`src/hdl/fbx_pkg.sv`:
```
package fbx_pkg;
// Functional notes
// RULE1: taken branch runs in exec stage 1; target enters stage 1 after five slots
// RULE2: while branch sits in exec stage 1, target packet is in address generate phase
// RULE3: branches run on shift unit b and read second source port in stage 1
// RULE4: two-cycle doubles read low half on first port, high half on second, stage 1
// RULE5: two-cycle doubles write low half stage 1, high half stage 2, on shift units
// RULE6: two-cycle doubles update aux status in stage 1
// RULE7: four-cycle ops read in stage 1, write in stage 4, three delay slots
// RULE8: four-cycle ops on multiply or logic units; status update in stage 4
// RULE9: int-to-double reads second port stage 1, writes low stage 4, high stage 5
// RULE10: int-to-double updates add/convert status in stage 4
// RULE11: double compares read low halves stage 1, high stage 2, write stage 2
// RULE12: double compares hold their shift unit for two cycles
// RULE13: double compares update aux status in stage 2
// RULE14: double add/subtract read low stage 1, high stage 2, write stages 6 and 7
// RULE15: double add/subtract latency two; add/convert status updated in stage 6
// RULE16: 32-bit integer multiply reads stages 1 to 4, writes stage 9
// RULE17: 32-bit integer multiply holds its multiply unit four cycles
// RULE18: wide multiply reads stages 1 to 4, writes low stage 9, high stage 10
// RULE19: double multiply reads source halves in the fixed four-stage pattern
// RULE20: double multiply writes stages 9 and 10, multiply status in stage 9
// RULE21: double multiply runs on multiply units with latency four
// RULE22: refuse issue to a unit still inside its latency window
// RULE23: each result half commits independently at its own stage

  localparam int FBX_SIDES = 2;
  localparam int FBX_KINDS = 3;
  localparam int FBX_UNITS = 6;
  localparam int FBX_STAGES = 10;
  localparam int FBX_TAG_W = 5;
  localparam int FBX_BR_UNIT = 4;
  localparam logic [2:0] FBX_BR_SLOTS = 3'h5;

  localparam logic [3:0] ST_E1 = 4'h1;
  localparam logic [3:0] ST_E2 = 4'h2;
  localparam logic [3:0] ST_E3 = 4'h3;
  localparam logic [3:0] ST_E4 = 4'h4;
  localparam logic [3:0] ST_E5 = 4'h5;
  localparam logic [3:0] ST_E6 = 4'h6;
  localparam logic [3:0] ST_E7 = 4'h7;
  localparam logic [3:0] ST_E9 = 4'h9;
  localparam logic [3:0] ST_E10 = 4'ha;

  localparam logic [2:0] LAT_ONE = 3'h1;
  localparam logic [2:0] LAT_CMP = 3'h2;
  localparam logic [2:0] LAT_DPADD = 3'h2;
  localparam logic [2:0] LAT_MPY = 3'h4;

  typedef enum logic [1:0] {UK_L = 2'h0, UK_S = 2'h1, UK_M = 2'h2} fbx_kind_t;

  typedef enum logic [3:0] {
    CL_BRANCH = 4'h0, CL_DP2 = 4'h1, CL_FOUR = 4'h2, CL_INT_TO_DOUBLE_CONVERT = 4'h3, CL_DPCMP = 4'h4,
    CL_DPADD = 4'h5, CL_INT_MULTIPLY_32 = 4'h6, CL_INT_MULTIPLY_WIDE = 4'h7, CL_DOUBLE_MULTIPLY = 4'h8
  } fbx_cls_t;

  typedef enum logic [7:0] {
    BP_IDLE = 8'h01, BP_PG = 8'h02, BP_PS = 8'h04, BP_PW = 8'h08,
    BP_PR = 8'h10, BP_DP = 8'h20, BP_DC = 8'h40, BP_E1 = 8'h80
  } fbx_bphase_t;

  // unit numbering: side * 3 + kind
  function automatic fbx_kind_t fbx_unit_kind(input int u);
    return fbx_kind_t'(2'(u % FBX_KINDS));
  endfunction

  // which unit kinds may run each class
  function automatic logic fbx_legal(input fbx_cls_t c, input fbx_kind_t k, input logic side);
    logic ok;
    ok = 1'b0;
    case (c)
      CL_BRANCH: ok = (k == UK_S) && side; // RULE3
      CL_DP2, CL_DPCMP: ok = (k == UK_S);
      CL_FOUR: ok = (k == UK_M) || (k == UK_L); // RULE8
      CL_INT_TO_DOUBLE_CONVERT, CL_DPADD: ok = (k == UK_L);
      CL_INT_MULTIPLY_32, CL_INT_MULTIPLY_WIDE, CL_DOUBLE_MULTIPLY: ok = (k == UK_M); // RULE21
      default: ok = 1'b0;
    endcase
    return ok;
  endfunction

  // functional-unit occupancy in cycles
  function automatic logic [2:0] fbx_latency(input fbx_cls_t c);
    logic [2:0] l;
    l = LAT_ONE;
    case (c)
      CL_DPCMP: l = LAT_CMP; // RULE12
      CL_DPADD: l = LAT_DPADD; // RULE15
      CL_INT_MULTIPLY_32, CL_INT_MULTIPLY_WIDE, CL_DOUBLE_MULTIPLY: l = LAT_MPY; // RULE17
      default: l = LAT_ONE;
    endcase
    return l;
  endfunction
endpackage

```
`src/hdl/fbx_if.sv`:
```
// issue handshake between the timing core and one unit gate
interface fbx_gate_if;
  import fbx_pkg::*;
  logic req;
  fbx_cls_t cls;
  logic take;
  logic ready;
  logic refused;
  logic busy;
  modport gate (input req, input cls, output take, output ready, output refused, output busy);
  modport core (output req, output cls, input take, input ready, input refused, input busy);
endinterface

// branch start and fetch phase tracking
interface fbx_branch_if;
  import fbx_pkg::*;
  logic start;
  fbx_bphase_t phase;
  logic [2:0] slot;
  logic fetchGen;
  logic targetE1;
  modport ctl (input start, output phase, output slot, output fetchGen, output targetE1);
  modport core (output start, input phase, input slot, input fetchGen, input targetE1);
endinterface

```
`src/hdl/fbx_unit_gate.sv`:
```
module fbx_unit_gate
  import fbx_pkg::*;
#(
  parameter fbx_kind_t KIND = UK_L,
  parameter logic SIDE = 1'b0
) (
  input wire logic clk_sys,
  input wire logic nrst,
  fbx_gate_if.gate gif
);
  typedef struct packed {
    logic [2:0] cnt;
    logic ready;
    logic refused;
    logic busy;
  } fbx_gate_st_t;

  fbx_gate_st_t s_q;
  fbx_gate_st_t s_d;
  logic legal;
  logic take;

  // accept only when idle and the class belongs on this unit
  always_comb begin
    s_d = s_q;
    legal = fbx_legal(gif.cls, KIND, SIDE);
    take = gif.req && s_q.ready && legal; // RULE22
    if (take) begin
      s_d.cnt = fbx_latency(gif.cls) - 3'h1;
    end else if (s_q.cnt != 3'h0) begin
      s_d.cnt = s_q.cnt - 3'h1;
    end
    s_d.ready = (s_d.cnt == 3'h0);
    s_d.busy = (s_d.cnt != 3'h0);
    s_d.refused = gif.req && !take;
  end

  always_ff @(posedge clk_sys) begin
    if (!nrst) begin
      s_q <= '0;
    end else begin
      s_q <= s_d;
    end
  end

  assign gif.take = take;
  assign gif.ready = s_q.ready;
  assign gif.refused = s_q.refused;
  assign gif.busy = s_q.busy;
endmodule

```
`src/hdl/fbx_branch_ctl.sv`:
```
module fbx_branch_ctl
  import fbx_pkg::*;
(
  input wire logic clk_sys,
  input wire logic nrst,
  fbx_branch_if.ctl bif
);
  typedef struct packed {
    fbx_bphase_t phase;
    logic [2:0] slot;
    logic fetchGen;
    logic targetE1;
  } fbx_br_st_t;

  fbx_br_st_t s_q;
  fbx_br_st_t s_d;

  // target packet walks the fetch phases; a new branch restarts it
  always_comb begin
    s_d = s_q;
    if (bif.start) begin
      s_d.phase = BP_PG; // RULE2
      s_d.slot = 3'h0;
    end else begin
      unique case (s_q.phase)
        BP_IDLE: s_d.phase = BP_IDLE;
        BP_PG: s_d.phase = BP_PS;
        BP_PS: s_d.phase = BP_PW;
        BP_PW: s_d.phase = BP_PR;
        BP_PR: s_d.phase = BP_DP;
        BP_DP: s_d.phase = BP_DC;
        BP_DC: s_d.phase = BP_E1;
        BP_E1: s_d.phase = BP_IDLE;
        default: s_d.phase = BP_IDLE;
      endcase
      if (s_d.phase == BP_E1 || s_d.phase == BP_IDLE) begin
        s_d.slot = 3'h0;
      end else if (s_q.slot < FBX_BR_SLOTS) begin
        s_d.slot = s_q.slot + 3'h1; // RULE1
      end
    end
    // phase flags are kept in flops so the top outputs carry no decode
    s_d.fetchGen = (s_d.phase == BP_PG); // RULE2
    s_d.targetE1 = (s_d.phase == BP_E1); // RULE1
  end

  always_ff @(posedge clk_sys) begin
    if (!nrst) begin
      s_q <= '{phase: BP_IDLE, slot: 3'h0, fetchGen: 1'b0, targetE1: 1'b0};
    end else begin
      s_q <= s_d;
    end
  end

  assign bif.phase = s_q.phase;
  assign bif.slot = s_q.slot;
  assign bif.fetchGen = s_q.fetchGen;
  assign bif.targetE1 = s_q.targetE1; // RULE1
endmodule

```
`src/hdl/fbx_exec_timing.sv`:
```
module fbx_exec_timing
  import fbx_pkg::*;
(
  input wire logic clk_sys,
  input wire logic nrst,
  input wire logic [FBX_UNITS-1:0] issueValid,
  input wire fbx_cls_t [FBX_UNITS-1:0] issueCls,
  input wire logic [FBX_UNITS-1:0][FBX_TAG_W-1:0] issueTag,
  output logic [FBX_UNITS-1:0] unitReady,
  output logic [FBX_UNITS-1:0] issueRefused,
  output logic [FBX_UNITS-1:0] unitBusy,
  output logic [FBX_UNITS-1:0] readFirstLo,
  output logic [FBX_UNITS-1:0] readFirstHi,
  output logic [FBX_UNITS-1:0] readSecondLo,
  output logic [FBX_UNITS-1:0] readSecondHi,
  output logic [FBX_UNITS-1:0] writeLo,
  output logic [FBX_UNITS-1:0] writeHi,
  output logic [FBX_UNITS-1:0][FBX_TAG_W-1:0] writeTagLo,
  output logic [FBX_UNITS-1:0][FBX_TAG_W-1:0] writeTagHi,
  output logic auxStatusUpd,
  output logic mulStatusUpd,
  output logic addStatusUpd,
  output logic [FBX_UNITS-1:0] unitStatusUpd,
  output logic branchExec,
  output logic branchFetchGen,
  output fbx_bphase_t branchPhase,
  output logic [2:0] branchSlot,
  output logic branchTargetExec
);
  // per-stage control strobes of one unit
  typedef struct packed {
    logic rdFirstLo;
    logic rdFirstHi;
    logic rdSecondLo;
    logic rdSecondHi;
    logic wrLo;
    logic wrHi;
    logic stAux;
    logic stMul;
    logic stAdd;
    logic brE1;
  } fbx_ctl_t;

  // one instruction in flight at one execute stage
  typedef struct packed {
    logic vld;
    fbx_cls_t cls;
    logic [FBX_TAG_W-1:0] tag;
  } fbx_rec_t;

  typedef struct packed {
    fbx_rec_t [FBX_UNITS-1:0][FBX_STAGES-1:0] rec;
    fbx_ctl_t [FBX_UNITS-1:0] ctl;
    logic [FBX_UNITS-1:0][FBX_TAG_W-1:0] tagLo;
    logic [FBX_UNITS-1:0][FBX_TAG_W-1:0] tagHi;
    logic aux;
    logic mul;
    logic add;
    logic [FBX_UNITS-1:0] ust;
  } fbx_st_t;

  fbx_st_t s_q;
  fbx_st_t s_d;
  logic [FBX_UNITS-1:0] take;

  fbx_gate_if gif[FBX_UNITS] ();
  fbx_branch_if bif ();

  // strobes owed by class c on unit kind k at execute stage st
  function automatic fbx_ctl_t fbx_decode(input fbx_cls_t c, input fbx_kind_t k, input logic [3:0] st);
    fbx_ctl_t r;
    r = '0;
    case (c)
      CL_BRANCH: begin
        if (st == ST_E1) begin
          r.rdSecondLo = 1'b1; // RULE3
          r.brE1 = 1'b1; // RULE1
        end
      end
      CL_DP2: begin
        if (st == ST_E1) begin
          r.rdFirstLo = 1'b1; // RULE4
          r.rdSecondHi = 1'b1; // RULE4
          r.wrLo = 1'b1; // RULE5
          r.stAux = 1'b1; // RULE6
        end
        if (st == ST_E2) begin
          r.wrHi = 1'b1; // RULE5
        end
      end
      CL_FOUR: begin
        if (st == ST_E1) begin
          r.rdFirstLo = 1'b1; // RULE7
          r.rdSecondLo = 1'b1;
        end
        if (st == ST_E4) begin
          r.wrLo = 1'b1; // RULE7
          r.stMul = (k == UK_M); // RULE8
          r.stAdd = (k == UK_L); // RULE8
        end
      end
      CL_INT_TO_DOUBLE_CONVERT: begin
        if (st == ST_E1) begin
          r.rdSecondLo = 1'b1; // RULE9
        end
        if (st == ST_E4) begin
          r.wrLo = 1'b1; // RULE9
          r.stAdd = 1'b1; // RULE10
        end
        if (st == ST_E5) begin
          r.wrHi = 1'b1; // RULE9
        end
      end
      CL_DPCMP: begin
        if (st == ST_E1) begin
          r.rdFirstLo = 1'b1; // RULE11
          r.rdSecondLo = 1'b1;
        end
        if (st == ST_E2) begin
          r.rdFirstHi = 1'b1; // RULE11
          r.rdSecondHi = 1'b1;
          r.wrLo = 1'b1; // RULE11
          r.stAux = 1'b1; // RULE13
        end
      end
      CL_DPADD: begin
        if (st == ST_E1) begin
          r.rdFirstLo = 1'b1; // RULE14
          r.rdSecondLo = 1'b1;
        end
        if (st == ST_E2) begin
          r.rdFirstHi = 1'b1; // RULE14
          r.rdSecondHi = 1'b1;
        end
        if (st == ST_E6) begin
          r.wrLo = 1'b1; // RULE14
          r.stAdd = 1'b1; // RULE15
        end
        if (st == ST_E7) begin
          r.wrHi = 1'b1; // RULE14
        end
      end
      CL_INT_MULTIPLY_32, CL_INT_MULTIPLY_WIDE: begin
        if (st <= ST_E4) begin
          r.rdFirstLo = 1'b1; // RULE16
          r.rdSecondLo = 1'b1; // RULE18
        end
        if (st == ST_E9) begin
          r.wrLo = 1'b1; // RULE16
        end
        if (st == ST_E10 && c == CL_INT_MULTIPLY_WIDE) begin
          r.wrHi = 1'b1; // RULE18
        end
      end
      CL_DOUBLE_MULTIPLY: begin
        // first source: lo, lo, hi, hi; second source: lo, hi, lo, hi
        r.rdFirstLo = (st == ST_E1) || (st == ST_E2); // RULE19
        r.rdFirstHi = (st == ST_E3) || (st == ST_E4); // RULE19
        r.rdSecondLo = (st == ST_E1) || (st == ST_E3); // RULE19
        r.rdSecondHi = (st == ST_E2) || (st == ST_E4); // RULE19
        if (st == ST_E9) begin
          r.wrLo = 1'b1; // RULE20
          r.stMul = 1'b1; // RULE20
        end
        if (st == ST_E10) begin
          r.wrHi = 1'b1; // RULE20
        end
      end
      default: r = '0;
    endcase
    return r;
  endfunction

  // one gate per unit holds its occupancy window
  for (genvar u = 0; u < FBX_UNITS; u++) begin : g_unit
    assign gif[u].req = issueValid[u];
    assign gif[u].cls = issueCls[u];
    fbx_unit_gate #(
      .KIND(fbx_unit_kind(u)),
      .SIDE(1'(u / FBX_KINDS))
    ) u_gate (
      .clk_sys(clk_sys),
      .nrst(nrst),
      .gif(gif[u])
    );
    assign take[u] = gif[u].take;
    assign unitReady[u] = gif[u].ready;
    assign issueRefused[u] = gif[u].refused;
    assign unitBusy[u] = gif[u].busy;
  end

  // a taken branch on shift unit b starts the target fetch
  assign bif.start = take[FBX_BR_UNIT] && (issueCls[FBX_BR_UNIT] == CL_BRANCH); // RULE2

  fbx_branch_ctl u_branch (
    .clk_sys(clk_sys),
    .nrst(nrst),
    .bif(bif)
  );

  // advance every in-flight instruction one stage and decode next strobes
  always_comb begin
    fbx_ctl_t c;
    c = '0;
    s_d = s_q;
    for (int u = 0; u < FBX_UNITS; u++) begin
      for (int st = FBX_STAGES - 1; st > 0; st--) begin
        s_d.rec[u][st] = s_q.rec[u][st-1];
      end
      if (take[u]) begin
        s_d.rec[u][0] = '{vld: 1'b1, cls: issueCls[u], tag: issueTag[u]};
      end else begin
        s_d.rec[u][0] = '0;
      end
    end
    s_d.aux = 1'b0;
    s_d.mul = 1'b0;
    s_d.add = 1'b0;
    for (int u = 0; u < FBX_UNITS; u++) begin
      s_d.ctl[u] = '0;
      s_d.tagLo[u] = '0;
      s_d.tagHi[u] = '0;
      // ascending walk: the oldest writer owns a shared half
      for (int st = 0; st < FBX_STAGES; st++) begin
        if (s_d.rec[u][st].vld) begin
          c = fbx_decode(s_d.rec[u][st].cls, fbx_unit_kind(u), 4'(st + 1));
          s_d.ctl[u] = s_d.ctl[u] | c;
          if (c.wrLo) begin
            s_d.tagLo[u] = s_d.rec[u][st].tag; // RULE23
          end
          if (c.wrHi) begin
            s_d.tagHi[u] = s_d.rec[u][st].tag; // RULE23
          end
        end
      end
      s_d.aux = s_d.aux | s_d.ctl[u].stAux;
      s_d.mul = s_d.mul | s_d.ctl[u].stMul;
      s_d.add = s_d.add | s_d.ctl[u].stAdd;
      s_d.ust[u] = s_d.ctl[u].stAux | s_d.ctl[u].stMul | s_d.ctl[u].stAdd;
    end
  end

  always_ff @(posedge clk_sys) begin
    if (!nrst) begin
      s_q <= '0;
    end else begin
      s_q <= s_d;
    end
  end

  // registered strobes out to register file and status logic
  always_comb begin
    for (int u = 0; u < FBX_UNITS; u++) begin
      readFirstLo[u] = s_q.ctl[u].rdFirstLo;
      readFirstHi[u] = s_q.ctl[u].rdFirstHi;
      readSecondLo[u] = s_q.ctl[u].rdSecondLo;
      readSecondHi[u] = s_q.ctl[u].rdSecondHi;
      writeLo[u] = s_q.ctl[u].wrLo; // RULE23
      writeHi[u] = s_q.ctl[u].wrHi; // RULE23
    end
  end

  assign writeTagLo = s_q.tagLo;
  assign writeTagHi = s_q.tagHi;
  assign auxStatusUpd = s_q.aux;
  assign mulStatusUpd = s_q.mul;
  assign addStatusUpd = s_q.add;
  assign unitStatusUpd = s_q.ust;
  assign branchExec = s_q.ctl[FBX_BR_UNIT].brE1;
  assign branchFetchGen = bif.fetchGen;
  assign branchPhase = bif.phase;
  assign branchSlot = bif.slot;
  assign branchTargetExec = bif.targetE1;
endmodule

```
`config.mk`:
```
export PLATFORM = sky130hd
export DESIGN_NAME = fbx_exec_timing
export DESIGN_NICKNAME = d
export VERILOG_FILES = /design/src/hdl/fbx_pkg.sv /design/src/hdl/fbx_if.sv /design/src/hdl/fbx_unit_gate.sv /design/src/hdl/fbx_branch_ctl.sv /design/src/hdl/fbx_exec_timing.sv
export SDC_FILE = /design/constraint.sdc
export NUM_CORES = 1
export LEC_CHECK = 0
export BUFFER_PORTS_ARGS = -buffer_cell sky130_fd_sc_hd__buf_4
export CAP_MARGIN = 10
export CORE_MARGIN = 4
export CORE_UTILIZATION = 50
export CTS_BUF_LIST = sky130_fd_sc_hd__clkbuf_4 sky130_fd_sc_hd__clkbuf_8 sky130_fd_sc_hd__clkbuf_16
export DETAILED_ROUTE_END_ITERATION = 8
export PLACE_DENSITY = 0.71
export SLEW_MARGIN = 30
export SYNTH_ARGS = -nofsm -noshare
export SYNTH_HDL_FRONTEND = slang
export SYNTH_HIERARCHICAL = 1
export SYNTH_SLANG_ARGS = --single-unit
export TNS_END_PERCENT = 50
```
`constraint.sdc`:
```
create_clock -name clk_sys -period 2.3 [get_ports clk_sys]
set_input_delay 0.345 -clock clk_sys [delete_from_list [all_inputs] [get_ports clk_sys]]
set_output_delay 0.345 -clock clk_sys [all_outputs]
set_load 0.02 [all_outputs]
```
==> impl_metrics.json, run 1 <==
{
  "slew_violations": 0,
  "synth_ff_type": "dfxtp_1",
  "cts-root-buf": "clkbuf_16",
  "dp_hpwl_mm": 36.0,
  "period_minus_slack_ps": 2240,
  "status": "finished, final reports clean",
  "path_class": "input port to flip-flop",
  "clock_path_buffers": 3,
  "end_kind": "flip-flop",
  "diodes": 0,
  "synth.net_count": 2355,
  "start_kind": "input port",
  "final_common_cell": "dfxtp_1",
  "avgRoutedWirePerCell_um": 16.7,
  "grt_pass1_wl_mm": 83.7,
  "worstHoldStart": "issueTag[17]",
  "fmax_ghz": 0.447,
  "post_cts_buffers": 0,
  "synth_warnings": 6,
  "p_leak_nw": 11.8,
  "ir_drop_uv": 617,
  "final.setup.worst_slack_ps": 64.2,
  "finClkSkew_ps": 19.9,
  "netlist_area_um2": 23700,
  "drc": 0,
  "crit_path_max_incr_delay_ps": 540,
  "grt_usage_pct": 20.1,
  "power.density_nw_per_um2": 904,
  "r2r_end": "u_branch/bif.slot[1]",
  "hold_end": "s_d[441]",
  "drtIter0Drc": 1057,
  "r2r_setup_slack_ps": 180,
  "grt.overflow.total": 0,
  "final_util_pct": 60.9,
  "crit_chain": "dlygate4sd3_1 > buf_4 > and4bb_2 > nand2_1 > inv_1 > and3_1 > and2_2 > nand2b_1 > or4_4 > o32a_2 > nor2_1",
  "fin_cells": 3146,
  "cap_violations": 0,
  "ys_seq_area_share_pct": 58.6,
  "die_y_um": 226,
  "slowest_stage": "dlygate4sd3_1",
  "cp.arrival_ps": 2750,
  "io_buffers": 198,
  "area_growth_pct": 20.0,
  "grt_max_degree": 143,
  "async_reset_ff_share_pct": 0,
  "ys_types": 83,
  "design.core.area_um2": 46800,
  "required_ps": 2820,
  "grt_pass1_vias": 16396,
  "wirelength_mm": 52.6,
  "reg2reg_depth": 9,
  "holdPathStages": 2,
  "die_w_um": 226,
  "synth_edf_count": 0,
  "layout_common_cells": "695 x dfxtp_1, 486 x and2_1, 252 x buf_4",
  "drtAntennaViolNets": 0,
  "clkTransAtPathRegs_ps": 60,
  "h-tree-depth": 3,
  "dp_cells": 2994,
  "finalSetupViolations": 0,
  "post-place-ws_ps": -46.5,
  "die_area_um2": 51000,
  "clock_sinks": 695,
  "period_share_pct": 97.2,
  "final_net_count": 2567,
  "start_util_pct": 50.8,
  "max_slew_margin_pct": 47.9,
  "tritoncts": "done",
  "drive_above_1_share_pct": 16.8,
  "vias": 16570,
  "rsz0062_at_grt": "false",
  "r2r_start": "g_unit[4].u_gate/gif.ready",
  "floorplan.io_pins": 199,
  "syn_inst": 2274,
  "rows": 79,
  "hold_viol": 0,
  "routed_via_density": 5.27,
  "hold_slack_ps": 19.8,
  "numCtsBuffers": 70,
  "synth_seq_cells": 695,
  "clkLatencyLatePin_ps": 590,
  "antenna_found_initial": 0,
  "path_max_fanout": 3,
  "drtPass1Iterations": 5,
  "tightest_slew_ps": 773,
  "gp_congestion": 0.845,
  "avgSynthCellArea_um2": 10.4,
  "hp-class": "input port to flip-flop"
}
## cell families after synthesis
group | count (synthesis) | share of synthesized area, %
xor gates and xnor gates | 10 | 0.369
AOI/OAI and AO/OA | 346 | 9.88
and+or+nand+nor | 1003 | 26.2
DFF | 695 | 58.6
muxes | 8 | 0.337
buffers and inverters | 193 | 3.56
adders and majority gates | 19 | 1.00
## cell usage after synthesis, types with 7 or more instances
| cell | n | area (um^2) |
|---|---|---|
| xnor2_1 | 9 | 78.8 |
| nor4_1 | 7 | 43.8 |
| buf_1 | 9 | 33.8 |
| buf_4 | 18 | 135 |
| o32ai_1 | 30 | 263 |
| and2_1 | 487 | 3050 |
| nand4bb_1 | 9 | 101 |
| a311o_1 | 15 | 150 |
| ha_1 | 19 | 238 |
| a31oi_1 | 52 | 325 |
| mux2i_1 | 8 | 80.1 |
| nor4b_1 | 25 | 219 |
| nand3b_1 | 11 | 82.6 |
| nand3_1 | 37 | 185 |
| clkbuf_1 | 104 | 390 |
| nor2_1 | 81 | 304 |
| and4_1 | 11 | 96.3 |
| nor3_1 | 18 | 90.1 |
| o21ai_0 | 104 | 521 |
| nand2_1 | 119 | 447 |
| a21boi_0 | 7 | 52.6 |
| nand4_1 | 9 | 56.3 |
| a21oi_1 | 50 | 250 |
| dfxtp_1 | 695 | 13900 |
| nand4b_1 | 21 | 184 |
| a221oi_1 | 30 | 263 |
| and3_1 | 75 | 469 |
| nor3b_1 | 15 | 113 |
| a31o_2 | 7 | 61.3 |
| inv_1 | 50 | 188 |
| nor2b_1 | 14 | 87.6 |
| and4b_1 | 9 | 90.1 |
## how the worst max path moves through the flow
stage / start / to / slack [ps] / cells past startpoint
after floorplan: issueCls[9] / writeTagLo[10] / 140 / 11
after global placement: issueCls[9] / writeTagLo[10] / 50 / 10
after detailed placement: issueCls[9] / writeTagLo[11] / -50 / 10
after CTS: issueValid[4] / u_branch/bif.slot[1] / 80 / 11
after global routing: issueValid[4] / u_branch/bif.slot[1] / 7 / 11
final: issueValid[4] / u_branch/bif.slot[1] / 60 / 11
## cell type report
| class | instances | area, um^2 |
|---|---|---|
| timing repair buffer | 282 | 2220 |
| clock inverter | 14 | 166 |
| multi-input combinational | 1386 | 8980 |
| sequential | 695 | 13900 |
| fill | 3816 | 18300 |
| inverter | 51 | 191 |
| tap | 607 | 759 |
| clock buffer | 111 | 2250 |
## registers in the layout (all words and copies together) (netlist names), 3 cells and up
| signal | count |
|---|---|
| writeTagLo | 30 |
| g_unit.u_gate/s_q | 18 |
| u_branch/bif.phase | 8 |
| readSecondLo | 6 |
| readSecondHi | 6 |
| u_branch/bif.slot | 3 |
| g_unit.u_gate/gif.ready | 6 |
| readFirstHi | 6 |
| g_unit.u_gate/gif.refused | 6 |
| writeLo | 6 |
| unitStatusUpd | 6 |
| writeTagHi | 30 |
| g_unit.u_gate/gif.busy | 6 |
| writeHi | 6 |
| readFirstLo | 6 |
| s_d | 540 |
## through the flow
stage	power (mW)	setup TNS, ps	cell area, um^2
floorplan	13.9	0	23700
global placement	14.3	0	25800
detailed placement	14.4	-103	25800
CTS	26.0	0	28500
global route	26.7	0	28500
finish	25.8	0	28500
## per-layer routing
metal	track usage [%]	wire length [um]	up-vias
li1	-	-	8200
met1	26.0	23700	7909
met2	33.8	25100	352
met3	4.02	2430	109
met4	6.62	1430	0
met5	0	0	-
## power by group
part	internal (mW)	total, mW	switching (mW)	leakage (nW)
Combinational	0.804	1.76	0.960	4.93
Clock	7.07	11.6	4.52	1.22
Sequential	12.3	12.4	0.133	5.60
Total	20.1	25.8	5.61	11.8
## what timing repair did
action	4_1_cts	5_1_grt
hold buffers	27	0
resized for setup	0	1
endpoints found under the setup margin	0	1
hold endpoints to repair	27	0
## critical path, delay by kind of cell
kind	cells	cell delay (ps)
AND/OR/NAND/NOR	7	1480
buffers and inverters	3	740
AO/OA/AOI/OAI	1	210
Note: power is estimated with default switching activity, not from simulation.
==> inputs of run 2 (changes only) <==
--- a/config.mk
+++ b/config.mk
@@ -7,6 +7,7 @@
 export LEC_CHECK = 0
 export BUFFER_PORTS_ARGS = -buffer_cell sky130_fd_sc_hd__buf_4
 export CAP_MARGIN = 10
+export CORE_ASPECT_RATIO = 1.2
 export CORE_MARGIN = 4
 export CORE_UTILIZATION = 50
 export CTS_BUF_LIST = sky130_fd_sc_hd__clkbuf_4 sky130_fd_sc_hd__clkbuf_8 sky130_fd_sc_hd__clkbuf_16
==> run 2 against run 1 <==
Clock power decreased by 6%. Hold slack improved by 18 ps. Setup slack improved by 140 ps. Highest routed layer unchanged. Maximum frequency increased by 6.5%. Critical path depth decreased by 4.
==> impl_metrics.json, run 2 (same netlist as run 1, synthesis figures left out) <==
{
  "status": "finished, final reports clean",
  "cts-root-buf": "clkbuf_16",
  "avgRoutedWirePerCell_um": 15.8,
  "p_int_mw": 19.6,
  "cts_resized": 0,
  "dp_hpwl_mm": 34.1,
  "slew_violations": 0,
  "start_util_pct": 50.5,
  "required_ps": 2800,
  "period_minus_slack_ps": 2100,
  "rows": 87,
  "cts_hold_buffers": 28,
  "clock_path_buffers": 3,
  "final_net_count": 2560,
  "cp.arrival_ps": 2600,
  "p_comb_share_pct": 7.0,
  "rsz0062_at_grt": "false",
  "grt_pass1_wl_mm": 80.5,
  "die_w_um": 207,
  "p_sw_share_pct": 21.8,
  "clkLatencyLatePin_ps": 580,
  "switchingPower_mw": 5.47,
  "seqPwrFrac_pct": 49.5,
  "drc": 0,
  "r2r_setup_slack_ps": 200,
  "post_cts_buffers": 0,
  "grt.overflow.total": 0,
  "clkTransAtPathRegs_ps": 60,
  "end_kind": "flip-flop",
  "die_area_um2": 51000,
  "fmax_ghz": 0.476,
  "fin_cells": 3149,
  "grt_pass1_vias": 16118,
  "grt_usage_pct": 19.2,
  "io_buffers": 198,
  "path_class": "flip-flop to flip-flop",
  "routed_via_density": 5.23,
  "drtPass1Iterations": 5,
  "antenna_found_initial": 0,
  "power_frac_clock_pct": 43.6,
  "diodes": 0,
  "gp_congestion": 0.861,
  "drtIter0Drc": 876,
  "tightest_slew_ps": 721,
  "die_y_um": 247,
  "clock_sinks": 695,
  "area_growth_pct": 19.4,
  "grt_max_degree": 140,
  "tritoncts": "done",
  "final.setup.worst_slack_ps": 201,
  "post-place-ws_ps": -60.7,
  "hold_viol": 0,
  "drive_above_1_share_pct": 16.3,
  "final_common_cell": "dfxtp_1",
  "layout_common_cells": "695 x dfxtp_1, 487 x and2_1, 243 x buf_4",
  "finClkSkew_ps": 21.7,
  "numCtsBuffers": 68,
  "largest_reg_flops": 540,
  "dp_cells": 3004,
  "wirelength_mm": 49.8,
  "ir_drop_uv": 560,
  "period_share_pct": 91.2,
  "cap_violations": 0,
  "power.density_nw_per_um2": 885,
  "finalSetupViolations": 0,
  "floorplan.io_pins": 199,
  "h-tree-depth": 3,
  "start_kind": "flip-flop",
  "hp-class": "input port to flip-flop",
  "design.core.area_um2": 47000,
  "drtAntennaViolNets": 0,
  "p_leak_nw": 11.6,
  "path_max_fanout": 7,
  "max_slew_margin_pct": 51.8,
  "vias": 16471
}
run 2: cell types whose count changed in the layout (fill, tap and decap cells not counted), sizes merged:
cell / change
clkbuf: -10
buf: -6
clkinvlp: +3
clkinv: +2
inv: -2
bufinv: -1
dlygate4sd3: +1
run 2: stage by stage:
step / TNS, ps / utilization [%] / hold slack, ps / area, um^2 / power (mW)
2_1_floorplan: 0 / - / 412 / 23700 / 13.9
3_3_place_gp: 0 / 54.9 / 414 / 25800 / 14.3
3_5_place_dp: -188 / 54.9 / 418 / 25800 / 14.4
4_1_cts: 0 / 60.2 / 0.00272 / 28300 / 25.4
5_1_grt: 0 / 60.2 / 24.5 / 28300 / 26.1
6_report: 0 / 60.2 / 37.8 / 28300 / 25.1
run 2: power groups by stage:
stage / Clock [mW] / Combinational [mW] / Sequential, mW
after global routing: 11.7 / 1.94 / 12.4
after CTS: 11.2 / 1.76 / 12.4
after global placement: 0 / 1.64 / 12.7
after floorplan: 0 / 1.30 / 12.6
after detailed placement: 0 / 1.71 / 12.7
final: 10.9 / 1.75 / 12.4
run 2: path summary, 6_finish.rpt:
kind / depth (start not counted) / start / end
min reg2reg: 1 / s_d[603] / s_d[613]
max: 7 / g_unit[1].u_gate/gif.ready / writeTagLo[6]
min: 2 / issueTag[24] / s_d[543]
max reg2reg: 7 / g_unit[1].u_gate/gif.ready / writeTagLo[6]
run 2: cell type report:
cell class | count | area [um^2]
inverters | 51 | 193
well taps | 623 | 779
clock inverters | 16 | 144
repair buffers | 277 | 2220
clock buffers | 101 | 2100
multi-input cells | 1386 | 8980
fillers | 3931 | 18700
flip-flops and latches | 695 | 13900
run 2: layer usage:
metal	up-vias	wire length [um]	global-route usage (%)
met5	-	0	0
met4	0	914	6.07
met3	70	2330	3.16
met2	349	24800	33.0
met1	7863	21800	24.7
li1	8189	-	-
run 2: worst max-delay path: stages, from the launching register on:
cell       delay [ps]
dfxtp_1           370
nand4bb_4         140
or2_2             350
inv_1             100
and4b_1           390
nand3_1           140
a311o_1           350
a31oi_1           180
